File: config.mk
export PLATFORM = sky130hd
export DESIGN_NAME = dma_channel_control_word_decode
export DESIGN_NICKNAME = d
export VERILOG_FILES = /design/src/rtl/dma_ctl_pkg.sv /design/src/rtl/dma_channel_control_word_decode.sv /design/src/rtl/data_fifo.sv /design/src/rtl/avmm_regs.sv
export SDC_FILE = /design/constraint.sdc
export NUM_CORES = 1
export LEC_CHECK = 0
export BUFFER_PORTS_ARGS = -buffer_cell sky130_fd_sc_hd__buf_2
export CORE_MARGIN = 5
export CORE_UTILIZATION = 60
export DETAILED_ROUTE_END_ITERATION = 8
export PLACE_DENSITY = 0.82
export SYNTH_ARGS = -nofsm -noshare
export SYNTH_HDL_FRONTEND = slang
export SYNTH_SLANG_ARGS = --single-unit
export TNS_END_PERCENT = 10
File: constraint.sdc
create_clock -name clk_sys -period 10.9 [get_ports clk_sys]
set_input_delay 0.545 -clock clk_sys [delete_from_list [all_inputs] [get_ports clk_sys]]
set_output_delay 0.545 -clock clk_sys [all_outputs]
set_load 0.01 [all_outputs]
File: src/rtl/dma_ctl_pkg.sv
// Package with register map, control word fields and shared types.
package dma_ctl_pkg;

  // Register byte offsets on the Avalon-MM slave.
  localparam logic [3:0] OFF_CONTROL_WORD = 4'h0;
  localparam logic [3:0] OFF_COMMAND      = 4'h4;
  localparam logic [3:0] OFF_STATUS       = 4'h8;
  localparam logic [3:0] OFF_XFER_COUNT   = 4'hC;

  // Control word field positions.
  localparam int SRC_PROT_HI = 20;
  localparam int SRC_PROT_LO = 18;
  localparam int RPOW_HI     = 17;
  localparam int RPOW_LO     = 14;
  localparam int COUNT_HI    = 13;
  localparam int COUNT_LO    = 4;

  // Widths and limits.
  localparam int COUNT_W = 10;
  localparam int RPOW_W  = 4;
  localparam logic [RPOW_W-1:0] RPOW_MAX = 4'hA;
  localparam logic [31:0] CONTROL_RESET = 32'h0000_0000;

  // Command bits and status bits.
  localparam int CMD_START = 0;
  localparam int CMD_ABORT = 1;
  localparam int STS_BUSY  = 0;
  localparam int STS_DONE  = 1;

  // Fields decoded from the control word.
  typedef struct packed {
    logic [2:0]         src_prot;
    logic [RPOW_W-1:0]  rpow;
    logic [COUNT_W-1:0] n_minus_1;
  } ctl_fields_t;

  // Source read request carried to the AHB manager.
  typedef struct packed {
    logic [31:0] addr;
    logic [3:0]  hprot;
  } src_req_t;

  // Decodes the fields out of a control word.
  function automatic ctl_fields_t decode_ctl(input logic [31:0] w);
    ctl_fields_t f;
    f.src_prot  = w[SRC_PROT_HI:SRC_PROT_LO];
    f.rpow      = w[RPOW_HI:RPOW_LO];
    f.n_minus_1 = w[COUNT_HI:COUNT_LO];
    return f;
  endfunction : decode_ctl

  // Interval minus one in transfers; exponents of ten or more give 1024.
  function automatic logic [COUNT_W-1:0] interval_m1(input logic [RPOW_W-1:0] r);
    logic [COUNT_W:0] v;
    v = 11'h001;
    if (r >= RPOW_MAX) begin
      v = 11'h400;
    end else begin
      v = 11'h001 << r;
    end
    return COUNT_W'(v - 11'h001);
  endfunction : interval_m1

endpackage : dma_ctl_pkg

File: src/rtl/dma_channel_control_word_decode.sv
// One DMA channel: control word decode, source reads, arbitration and write-back.
//
// Overview of operation
// - Source protection bits drive HPROT[3:1] only on source reads.
// - HPROT[3] on source reads follows control bit 20, cacheable when high.
// - HPROT[2] on source reads follows control bit 19, bufferable when high.
// - HPROT[1] on source reads follows control bit 18, privileged when high.
// - Bits 17..14 give exponent R; two to the R transfers per arbitration.
// - Exponents ten to fifteen give 1024 transfers, so no mid-cycle rearbitration.
// - Bits 13..4 hold transfers minus one, giving 1 to 1024.
// - Remaining count minus one is written back before each rearbitration and at the end.
//
// Added by the designer: the address map and the Avalon-MM register port.
`timescale 1ns/1ps
`default_nettype none
module dma_channel_control_word_decode
  import dma_ctl_pkg::*;
#(
  parameter int FIFO_DEPTH = 8,
  parameter int DATA_W     = 32
) (
  // Clock and reset.
  input  wire logic              clk_sys,
  input  wire logic              srst,
  // Avalon-MM register slave.
  input  wire logic [3:0]        avs_address,
  input  wire logic              avs_read,
  input  wire logic              avs_write,
  input  wire logic [31:0]       avs_writedata,
  input  wire logic [3:0]        avs_byteenable,
  output logic [31:0]            avs_readdata,
  output logic                   avs_waitrequest,
  // Source read port toward the AHB manager.
  input  wire logic [31:0]       src_base,
  output logic                   src_valid,
  output src_req_t               src_req,
  input  wire logic              src_ready,
  input  wire logic              rdata_valid,
  input  wire logic [DATA_W-1:0] rdata,
  output logic                   rdata_ready,
  // Destination write port; carries no source protection.
  output logic                   dst_valid,
  output logic [DATA_W-1:0]      dst_data,
  output logic [3:0]             dst_hprot,
  input  wire logic              dst_ready,
  // Arbitration with other channels.
  output logic                   arb_request,
  input  wire logic              arb_grant
);
  typedef enum logic [2:0] {ST_IDLE, ST_ARB, ST_READ, ST_WAIT, ST_WRBACK} state_t;

  state_t             state_q;
  logic [31:0]        ctl_word;
  ctl_fields_t        fld;
  logic               start_pulse;
  logic               abort_pulse;
  logic [COUNT_W-1:0] remain_q;
  logic [COUNT_W-1:0] burst_q;
  logic [COUNT_W-1:0] ival_m1;
  logic               last_q;
  logic               wb_en;
  logic               done_q;
  logic [15:0]        total_q;
  logic [31:0]        addr_q;
  logic [2:0]         prot_q;
  logic               fifo_in_ready;
  logic               fifo_out_valid;
  logic [DATA_W-1:0]  fifo_out_data;
  logic               src_fire;

  ////////////////////////////////////////////////////////////////////////////////
  // Register slave.
  avmm_regs u_regs (
    .clk_sys         (clk_sys),
    .srst            (srst),
    .avs_address     (avs_address),
    .avs_read        (avs_read),
    .avs_write       (avs_write),
    .avs_writedata   (avs_writedata),
    .avs_byteenable  (avs_byteenable),
    .avs_readdata    (avs_readdata),
    .avs_waitrequest (avs_waitrequest),
    .ctl_word        (ctl_word),
    .start_pulse     (start_pulse),
    .abort_pulse     (abort_pulse),
    .wb_en           (wb_en),
    .wb_count        (remain_q),
    .status          ({done_q, state_q != ST_IDLE}),
    .xfer_total      (total_q)
  );

  // Field decode of the live control word.
  assign fld     = decode_ctl(ctl_word);
  assign ival_m1 = interval_m1(fld.rpow);

  ////////////////////////////////////////////////////////////////////////////////
  // Channel sequencer.
  assign arb_request = (state_q == ST_ARB);
  assign wb_en       = (state_q == ST_WRBACK);
  assign src_fire    = src_valid && src_ready;

  // State register; rearbitration entered after write-back of the remaining count.
  always_ff @(posedge clk_sys) begin
    if (srst) begin
      state_q <= ST_IDLE;
    end else if (abort_pulse) begin
      state_q <= ST_IDLE;
    end else begin
      case (state_q)
        ST_IDLE:   if (start_pulse) state_q <= ST_ARB;
        ST_ARB:    if (arb_grant) state_q <= ST_READ;
        ST_READ:   if (src_fire) state_q <= ST_WAIT;
        ST_WAIT: begin
          if (rdata_valid && fifo_in_ready) begin
            // The last flag only settles on this edge, so test the count itself.
            if (remain_q == '0 || burst_q == ival_m1) begin
              state_q <= ST_WRBACK;
            end else begin
              state_q <= ST_READ;
            end
          end
        end
        ST_WRBACK: state_q <= last_q ? ST_IDLE : ST_ARB;
        default:   state_q <= ST_IDLE;
      endcase
    end
  end

  // Remaining count in minus-one form, and transfers since arbitration.
  always_ff @(posedge clk_sys) begin
    if (srst) begin
      remain_q <= '0;
      burst_q  <= '0;
      last_q   <= 1'b0;
    end else if (state_q == ST_IDLE && start_pulse) begin
      remain_q <= fld.n_minus_1;
      burst_q  <= '0;
      last_q   <= 1'b0;
    end else if (state_q == ST_ARB && arb_grant) begin
      burst_q <= '0;
    end else if (state_q == ST_WAIT && rdata_valid && fifo_in_ready) begin
      burst_q <= burst_q + 1'b1;
      if (remain_q == '0) begin
        last_q <= 1'b1;
      end else begin
        remain_q <= remain_q - 1'b1;
      end
    end
  end

  // Source address, protection latch, completion and total count.
  always_ff @(posedge clk_sys) begin
    if (srst) begin
      addr_q  <= 32'h0000_0000;
      prot_q  <= 3'h0;
      done_q  <= 1'b0;
      total_q <= 16'h0000;
    end else begin
      if (state_q == ST_IDLE && start_pulse) begin
        addr_q  <= src_base;
        prot_q  <= fld.src_prot;
        done_q  <= 1'b0;
        total_q <= 16'h0000;
      end else if (src_fire) begin
        addr_q <= addr_q + 32'h0000_0004;
      end
      if (rdata_valid && rdata_ready) begin
        total_q <= total_q + 16'h0001;
      end
      if (state_q == ST_WRBACK && last_q) begin
        done_q <= 1'b1;
      end
    end
  end

  ////////////////////////////////////////////////////////////////////////////////
  // Source read request; protection applies only here.
  assign src_valid        = (state_q == ST_READ);
  assign src_req.addr     = addr_q;
  assign src_req.hprot[3] = prot_q[2];
  assign src_req.hprot[2] = prot_q[1];
  assign src_req.hprot[1] = prot_q[0];
  assign src_req.hprot[0] = 1'b1;
  assign rdata_ready      = (state_q == ST_WAIT) && fifo_in_ready;

  // Destination writes use fixed protection, independent of the source field.
  assign dst_hprot = 4'h1;
  assign dst_valid = fifo_out_valid;
  assign dst_data  = fifo_out_data;

  // Data buffer between source reads and destination writes.
  data_fifo #(.WIDTH(DATA_W), .DEPTH(FIFO_DEPTH)) u_fifo (
    .clk_sys   (clk_sys),
    .srst      (srst),
    .in_valid  (rdata_valid && state_q == ST_WAIT),
    .in_ready  (fifo_in_ready),
    .in_data   (rdata),
    .out_valid (fifo_out_valid),
    .out_ready (dst_ready),
    .out_data  (fifo_out_data)
  );
endmodule : dma_channel_control_word_decode
`default_nettype wire

File: src/rtl/data_fifo.sv
// Synchronous FIFO with valid/ready on both sides.
`timescale 1ns/1ps
`default_nettype none
module data_fifo #(
  parameter int WIDTH = 32,
  parameter int DEPTH = 8
) (
  // Clock and reset.
  input  wire logic             clk_sys,
  input  wire logic             srst,
  // Fill side.
  input  wire logic             in_valid,
  output logic                  in_ready,
  input  wire logic [WIDTH-1:0] in_data,
  // Drain side.
  output logic                  out_valid,
  input  wire logic             out_ready,
  output logic [WIDTH-1:0]      out_data
);
  localparam int AW = $clog2(DEPTH);

  logic [WIDTH-1:0] mem [DEPTH];
  logic [AW-1:0]    wr_q;
  logic [AW-1:0]    rd_q;
  logic [AW:0]      cnt_q;
  logic             push;
  logic             pop;

  // Handshakes and honest full and empty.
  assign in_ready  = (cnt_q != (AW+1)'(DEPTH));
  assign out_valid = (cnt_q != '0);
  assign push      = in_valid && in_ready;
  assign pop       = out_valid && out_ready;
  assign out_data  = mem[rd_q];

  // Storage write.
  always_ff @(posedge clk_sys) begin
    if (push) begin
      mem[wr_q] <= in_data;
    end
  end

  // Pointers and fill count.
  always_ff @(posedge clk_sys) begin
    if (srst) begin
      wr_q  <= '0;
      rd_q  <= '0;
      cnt_q <= '0;
    end else begin
      if (push) begin
        wr_q <= (wr_q == AW'(DEPTH-1)) ? '0 : wr_q + 1'b1;
      end
      if (pop) begin
        rd_q <= (rd_q == AW'(DEPTH-1)) ? '0 : rd_q + 1'b1;
      end
      cnt_q <= cnt_q + (AW+1)'(push) - (AW+1)'(pop);
    end
  end
endmodule : data_fifo
`default_nettype wire

File: src/rtl/avmm_regs.sv
// Avalon-MM register slave for the channel control word and status.
`timescale 1ns/1ps
`default_nettype none
module avmm_regs
  import dma_ctl_pkg::*;
(
  // Clock and reset.
  input  wire logic               clk_sys,
  input  wire logic               srst,
  // Avalon-MM slave.
  input  wire logic [3:0]         avs_address,
  input  wire logic               avs_read,
  input  wire logic               avs_write,
  input  wire logic [31:0]        avs_writedata,
  input  wire logic [3:0]         avs_byteenable,
  output logic [31:0]             avs_readdata,
  output logic                    avs_waitrequest,
  // Engine side.
  output logic [31:0]             ctl_word,
  output logic                    start_pulse,
  output logic                    abort_pulse,
  input  wire logic               wb_en,
  input  wire logic [COUNT_W-1:0] wb_count,
  input  wire logic [1:0]         status,
  input  wire logic [15:0]        xfer_total
);
  logic [31:0] ctl_q;
  logic        ack_q;
  logic [31:0] rdata_d;

  // One wait cycle: the answer comes on the second edge of the request.
  assign avs_waitrequest = (avs_read || avs_write) && !ack_q;
  assign ctl_word        = ctl_q;
  assign start_pulse = avs_write && ack_q && avs_address == OFF_COMMAND
                       && avs_writedata[CMD_START];
  assign abort_pulse = avs_write && ack_q && avs_address == OFF_COMMAND
                       && avs_writedata[CMD_ABORT];

  // Acknowledge toggles so that each request is taken once.
  always_ff @(posedge clk_sys) begin
    if (srst) begin
      ack_q <= 1'b0;
    end else begin
      ack_q <= (avs_read || avs_write) && !ack_q;
    end
  end

  // Control word; the engine's write-back wins over a software write.
  always_ff @(posedge clk_sys) begin
    if (srst) begin
      ctl_q <= CONTROL_RESET;
    end else begin
      if (avs_write && ack_q && avs_address == OFF_CONTROL_WORD) begin
        for (int b = 0; b < 4; b++) begin
          if (avs_byteenable[b]) begin
            ctl_q[b*8 +: 8] <= avs_writedata[b*8 +: 8];
          end
        end
      end
      if (wb_en) begin
        ctl_q[COUNT_HI:COUNT_LO] <= wb_count;
      end
    end
  end

  // Read mux; unmapped offsets read zero.
  always_comb begin
    case (avs_address)
      OFF_CONTROL_WORD: rdata_d = ctl_q;
      OFF_STATUS:       rdata_d = {30'h0000_0000, status};
      OFF_XFER_COUNT:   rdata_d = {16'h0000, xfer_total};
      default:          rdata_d = 32'h0000_0000;
    endcase
  end

  // Read data registered.
  always_ff @(posedge clk_sys) begin
    if (srst) begin
      avs_readdata <= 32'h0000_0000;
    end else if (avs_read && !ack_q) begin
      avs_readdata <= rdata_d;
    end
  end
endmodule : avmm_regs
`default_nettype wire

-- Word-level counts from Yosys, hierarchy flattened
Memory sizes are Yosys's and may differ from the RTL's. A register that Yosys moved wholly into a read port is not among the register bits.
Index checks and enable logic that the tools add are counted.
- flip-flop bits (word level): 151
- RAM bits: 256
- bits of input ports: 112
- output and inout port bits: 109
- memories: 1
- memory list (name ; words ; width ; rd ports ; clocked after memory_dff ; wr ports ; RTL line ; text):
    u_fifo.mem ; 8 ; 32 ; 1 ; 1 ; 1 ; data_fifo.sv:22 ; logic [WIDTH-1:0] mem [DEPTH];
- add/subtract/negate cells: 9
- magnitude comparators: 1
- equal/unequal tests: 17
- shift operators: 1
- mux-type cells: 29
- bitwise logic cells: 1
- reductions and logical operators: 44
- operators with widths (kind ; number):
    $pmux W32 S3 ; 1
    $mux W32 ; 2
    $mux W10 ; 6
    $add A32 B3 Y32 const B ; 1
    $mux W16 ; 2
    $mux W3 ; 9
    $sub A10 B1 Y10 const B ; 2
    $logic_and A1 B1 Y1 ; 17
    $add A16 B1 Y16 const B ; 1
    $pmux W3 S5 ; 1
    $mux W14 ; 1
    $reduce_bool A2 Y1 ; 7
    $reduce_and A2 Y1 ; 6
    $add A10 B1 Y10 const B ; 1
    $eq A10 B10 Y1 ; 1
    $logic_not A10 Y1 ; 1
    $shl A1 B4 Y10 const A ; 1
    $eq A3 B3 Y1 const B ; 3
    $eq A4 B4 Y1 const B ; 2
    $mux W8 ; 1
    $add A3 B1 Y3 const B ; 2
    $eq A3 B2 Y1 const B ; 2
    $mux W6 ; 1
    $ne A2 B1 Y1 const B ; 3
    other kinds (19) ; 28

-- Logic depth before layout (Yosys ltp)
- depth after elaboration: 8
- depth in mapped cells: 12
- gate-level depth less buffers: 12

-- Hierarchy
Synthesis repeated with hierarchy kept, for this count alone.
- cells, all modules: 1308
- area, all modules: 17668.2 sq um
- by module, submodules not included (module ; times used ; cells each ; area each (sq um) ; sequential area each (sq um)):
    data_fifo ; 1 ; 446 ; 10476.3 ; 7947.6
    dma_channel_control_word_decode ; 1 ; 518 ; 4145.2 ; 1521.5
    avmm_regs ; 1 ; 344 ; 3046.7 ; 1301.2

-- Worst setup path after synthesis
OpenSTA, ideal clock, no wires.
- kind: register to register
- start: register u_fifo.cnt_q[2]
- end: memory u_fifo.mem[4][0] (enable)
- data arrival time: 4.473 ns
- required time: 10.387 ns
- setup slack: 5.914 ns
- stages on the path, launching flop included: 7
- buffers on the path: 1
- period minus slack after synthesis: 4.986 ns
- cell sequence: dfxtp_1 inv_1 ha_1 or3b_2 nand3_4 clkbuf_1 nor4b_1
- word-level cells in the longest chain between the ends: 4
- RTL lines (element ; RTL line ; text):
    start: declaration ; data_fifo.sv:25 ; logic [AW:0] cnt_q;
    start signal: assignment ; data_fifo.sv:56 ; cnt_q <= cnt_q + (AW+1)'(push) - (AW+1)'(pop);
    $ne A4 B4 Y1 ; data_fifo.sv:30 ; assign in_ready = (cnt_q != (AW+1)'(DEPTH));
    $logic_and A1 B1 Y1 ; data_fifo.sv:32 ; assign push = in_valid && in_ready;
    $mux W1 ; data_fifo.sv:38 ; if (push) begin
    $mux W1 (implied by the code) ; data_fifo.sv:39 ; mem[wr_q] <= in_data;
    end: declaration ; data_fifo.sv:22 ;
No other way between the ends.

==> flow_summary.toml <==
[synthesis]
synth_adder_area_share = 0.0122
ys_ff_latch = 410
ys_warn_count = 0
synth_area_leader_cell = "edfxtp_1"
synth-simple-area-share = 0.119
netlist_top_cells_area = "edfxtp_1 45%, dfxtp_1 18%, mux4_2 8.5%, nor2_1 2.8%, nand2_1 2.7%"
synth_common_cells = "256 x edfxtp_1, 154 x dfxtp_1, 126 x nor2_1"
synth.cell_area_um2 = 17000
synthMostInstantiatedCell = "edfxtp_1"
synth_compound_area_frac = 0.0758
synthArstFlopShare = 0
synth_seq_area_share = 0.633
synth_top_family_by_area = "simple AND/OR/NAND/NOR gates"
avgSynthCellArea_um2 = 12.9
synth_mux_area_frac = 0.109
synth_edf_count = 256
synth_top_area_frac = 0.452
synthXorXnorAreaFrac = 0.0237
syn_inst = 1319
yosysUniqueCellTypes = 66
synthFlopType = "edfxtp_1"

[global_route]
grt_max_degree = 81
grt-ovfl-total = 0
antenna_found_initial = 3
grt_pass1_vias = 11600
track_usage = 0.260
grt_pass1_wl_mm = 64.4

[critical_path]
crit_path_end_kind = "primary output"
worst-path-buf-inv = 2
path_depth = 4
crit_path_end = "dst_data[20]"
slowest_stage = "buf_4"
path_cells = "buf_4 > mux4_2 > mux2_2 > buf_2"
rrSetupSlack_ns = 7.53
r2r_cells = 6
cp-start-kind = "flip-flop"
crit_arrival_ns = 3.01
crit_type = "reg -> out"
critPathRequiredTime_ns = 10.36
critical_path.max_stage_delay_ns = 0.70
crit_family = "multiplexers"
r2r_end = "u_fifo.mem[6][29]"
worstPathMaxFanout = 38
reg2reg_from = "state_q[1]"

[power]
power_density_nw_per_um2 = 179
worst_ir_drop_vdd_mv = 0.111
power_mw = 3.54
leakage_nw = 6.86

[cts]
post_cts_resized = 0
cts_root_buf = "clkbuf_16"
cts_buffer_depth = 3
clock_latency_ns = 0.56
cts_buffers = 42
clk_pin_slew_ns = 0.06
post-cts-setup-buffers = 0
cts_tree = "yes"
htree_num_levels = 2
cts.sinks = 410
cts_hold_buf = 0

[final_layout]
fin_nets = 1635
fin_cells = 1920
finish.utilization = 0.708
nFillCells = 1881
drive_above_1_share = 0.270
area_growth_pct = 16.2
multi_input_area_um2 = 5860
finalInstanceArea_um2 = 19800
regArea_um2 = 10800

[place]
port-buffer-count = 215
dp_slack_ns = 7.50
placed_area_um2 = 18400
dp_hpwl_mm = 25.2
place.gp.congestion = 0.848
dp.cells = 1841

[timing]
rsz0062_at_grt = "false"
setup_viol = 0
drv_slew = 0
relSlewSlack = 0.183
setup_ws_ns = 7.34
max_freq_ghz = 0.281
whs_ns = 0.243
hold_viol_final = 0
fin_crit_sh = 0.326
finalCriticalPeriod_ns = 3.56
skew_ns = 0.0238
tightest_slew_ns = 1.22
tns_ns = 0

[floorplanning]
coreArea_um2 = 27900
die_h_um = 178
io_pins = 221
rows = 61
die_w_um = 178
dieArea_um2 = 31800
initial_core_util = 0.609

[routing]
drt_iter0_drc = 1135
firstDrtPassIters = 6
wire_per_inst_um = 21.7
via_per_inst = 6.11
drc = 0
ant_nets = 0
via_count = 11700
finalWirelength_mm = 41.6

[status]
outcome = "complete, no violations"

[run]
max_cap_viol_count = 0

[hold_path]
hp-class = "in -> reg"
==> per-layer routing <==
metal	GRT usage	share of wire	routed length, um	vias to the layer above
li1	-	-	-	5323
met1	0.343	0.39	16100	5747
met2	0.450	0.51	21400	577
met3	0.0451	0.075	3120	71
met4	0.0681	0.022	913	6
met5	0	0.00075	31	-
==> worst register-to-register path: stages (launching register included) <==
cell,delay (ns)
dfxtp_1,0.52
and3b_4,0.28
nand3_4,0.27
clkinv_1,0.43
nand2_1,0.26
nor3b_2,0.76
buf_4,0.48
==> registers in the layout, summed over array words and instances, names as in the netlist, named ones only <==
| signal | flops |
|---|---|
| burst_q | 10 |
| u_regs.ctl_word | 32 |
| u_regs.avs_readdata | 32 |
| last_q | 1 |
| u_fifo.rd_q | 3 |
| prot_q | 3 |
| u_fifo.mem | 256 |
| remain_q | 10 |
| state_q | 3 |
| u_fifo.wr_q | 3 |
| u_regs.ack_q | 1 |
| addr_q | 32 |
| total_q | 16 |
| done_q | 1 |
| u_fifo.cnt_q | 4 |
==> worst min path at each step <==
stage	start	end	slack (ns)	depth (start not counted)
global placement	u_regs.avs_readdata[29]	u_regs.avs_readdata[29]	0.44	2
CTS	src_base[0]	addr_q[0]	0.23	3
finish	src_base[0]	addr_q[0]	0.24	3
detailed placement	u_regs.avs_readdata[31]	u_regs.avs_readdata[31]	0.44	2
floorplan	u_regs.ctl_word[21]	u_regs.ctl_word[21]	0.44	2
global route	rdata[4]	u_fifo.mem[6][4]	0.25	1
==> report_power, final <==
part / total (mW) / switching [mW] / internal, mW
logic: 0.412 / 0.202 / 0.210
clock network: 1.44 / 0.612 / 0.829
registers: 1.68 / 0.0259 / 1.66
==> layout by cell type (no fill, tap or decap), drive strengths merged, types with 15 or more instances in the layout <==
| cell | Yosys | routed |
|---|---|---|
| edfxtp | 256 | 256 |
| buf | 23 | 229 |
| dfxtp | 154 | 154 |
| nor2 | 127 | 127 |
| nand2 | 123 | 123 |
| a21oi | 88 | 88 |
| nand3 | 71 | 71 |
| mux4 | 64 | 64 |
| clkbuf | 65 | 52 |
| mux2 | 36 | 36 |
| nor3 | 32 | 32 |
| a211oi | 30 | 30 |
| xnor2 | 25 | 25 |
| inv | 22 | 25 |
| xor2 | 21 | 21 |
| clkinv | 1 | 21 |
| a22oi | 17 | 17 |
| o21ai | 17 | 17 |
| a311oi | 15 | 15 |
| ha | 15 | 15 |
==> kinds of logic (layout without fill, tap and decap cells) <==
group	count (synthesis)	count (layout)
flip-flops	410	410
multiplexers	101	101
XOR/XNOR	46	46
other	2	6
AND/OR/NAND/NOR	431	431
buffers and inverters	111	330
adder cells (fa/ha/maj)	16	16
AO/OA/AOI/OAI	202	202
==> layout make-up <==
type                       count  area share
multi-input combinational    801       0.296
clock inverter                26      0.0123
inverter                      23     0.00437
sequential                   410       0.545
antenna                        1    0.000127
clock buffer                  52      0.0581
timing repair buffer         229      0.0599
tap                          378      0.0239
No activity file was read; power rests on OpenSTA's default activity.
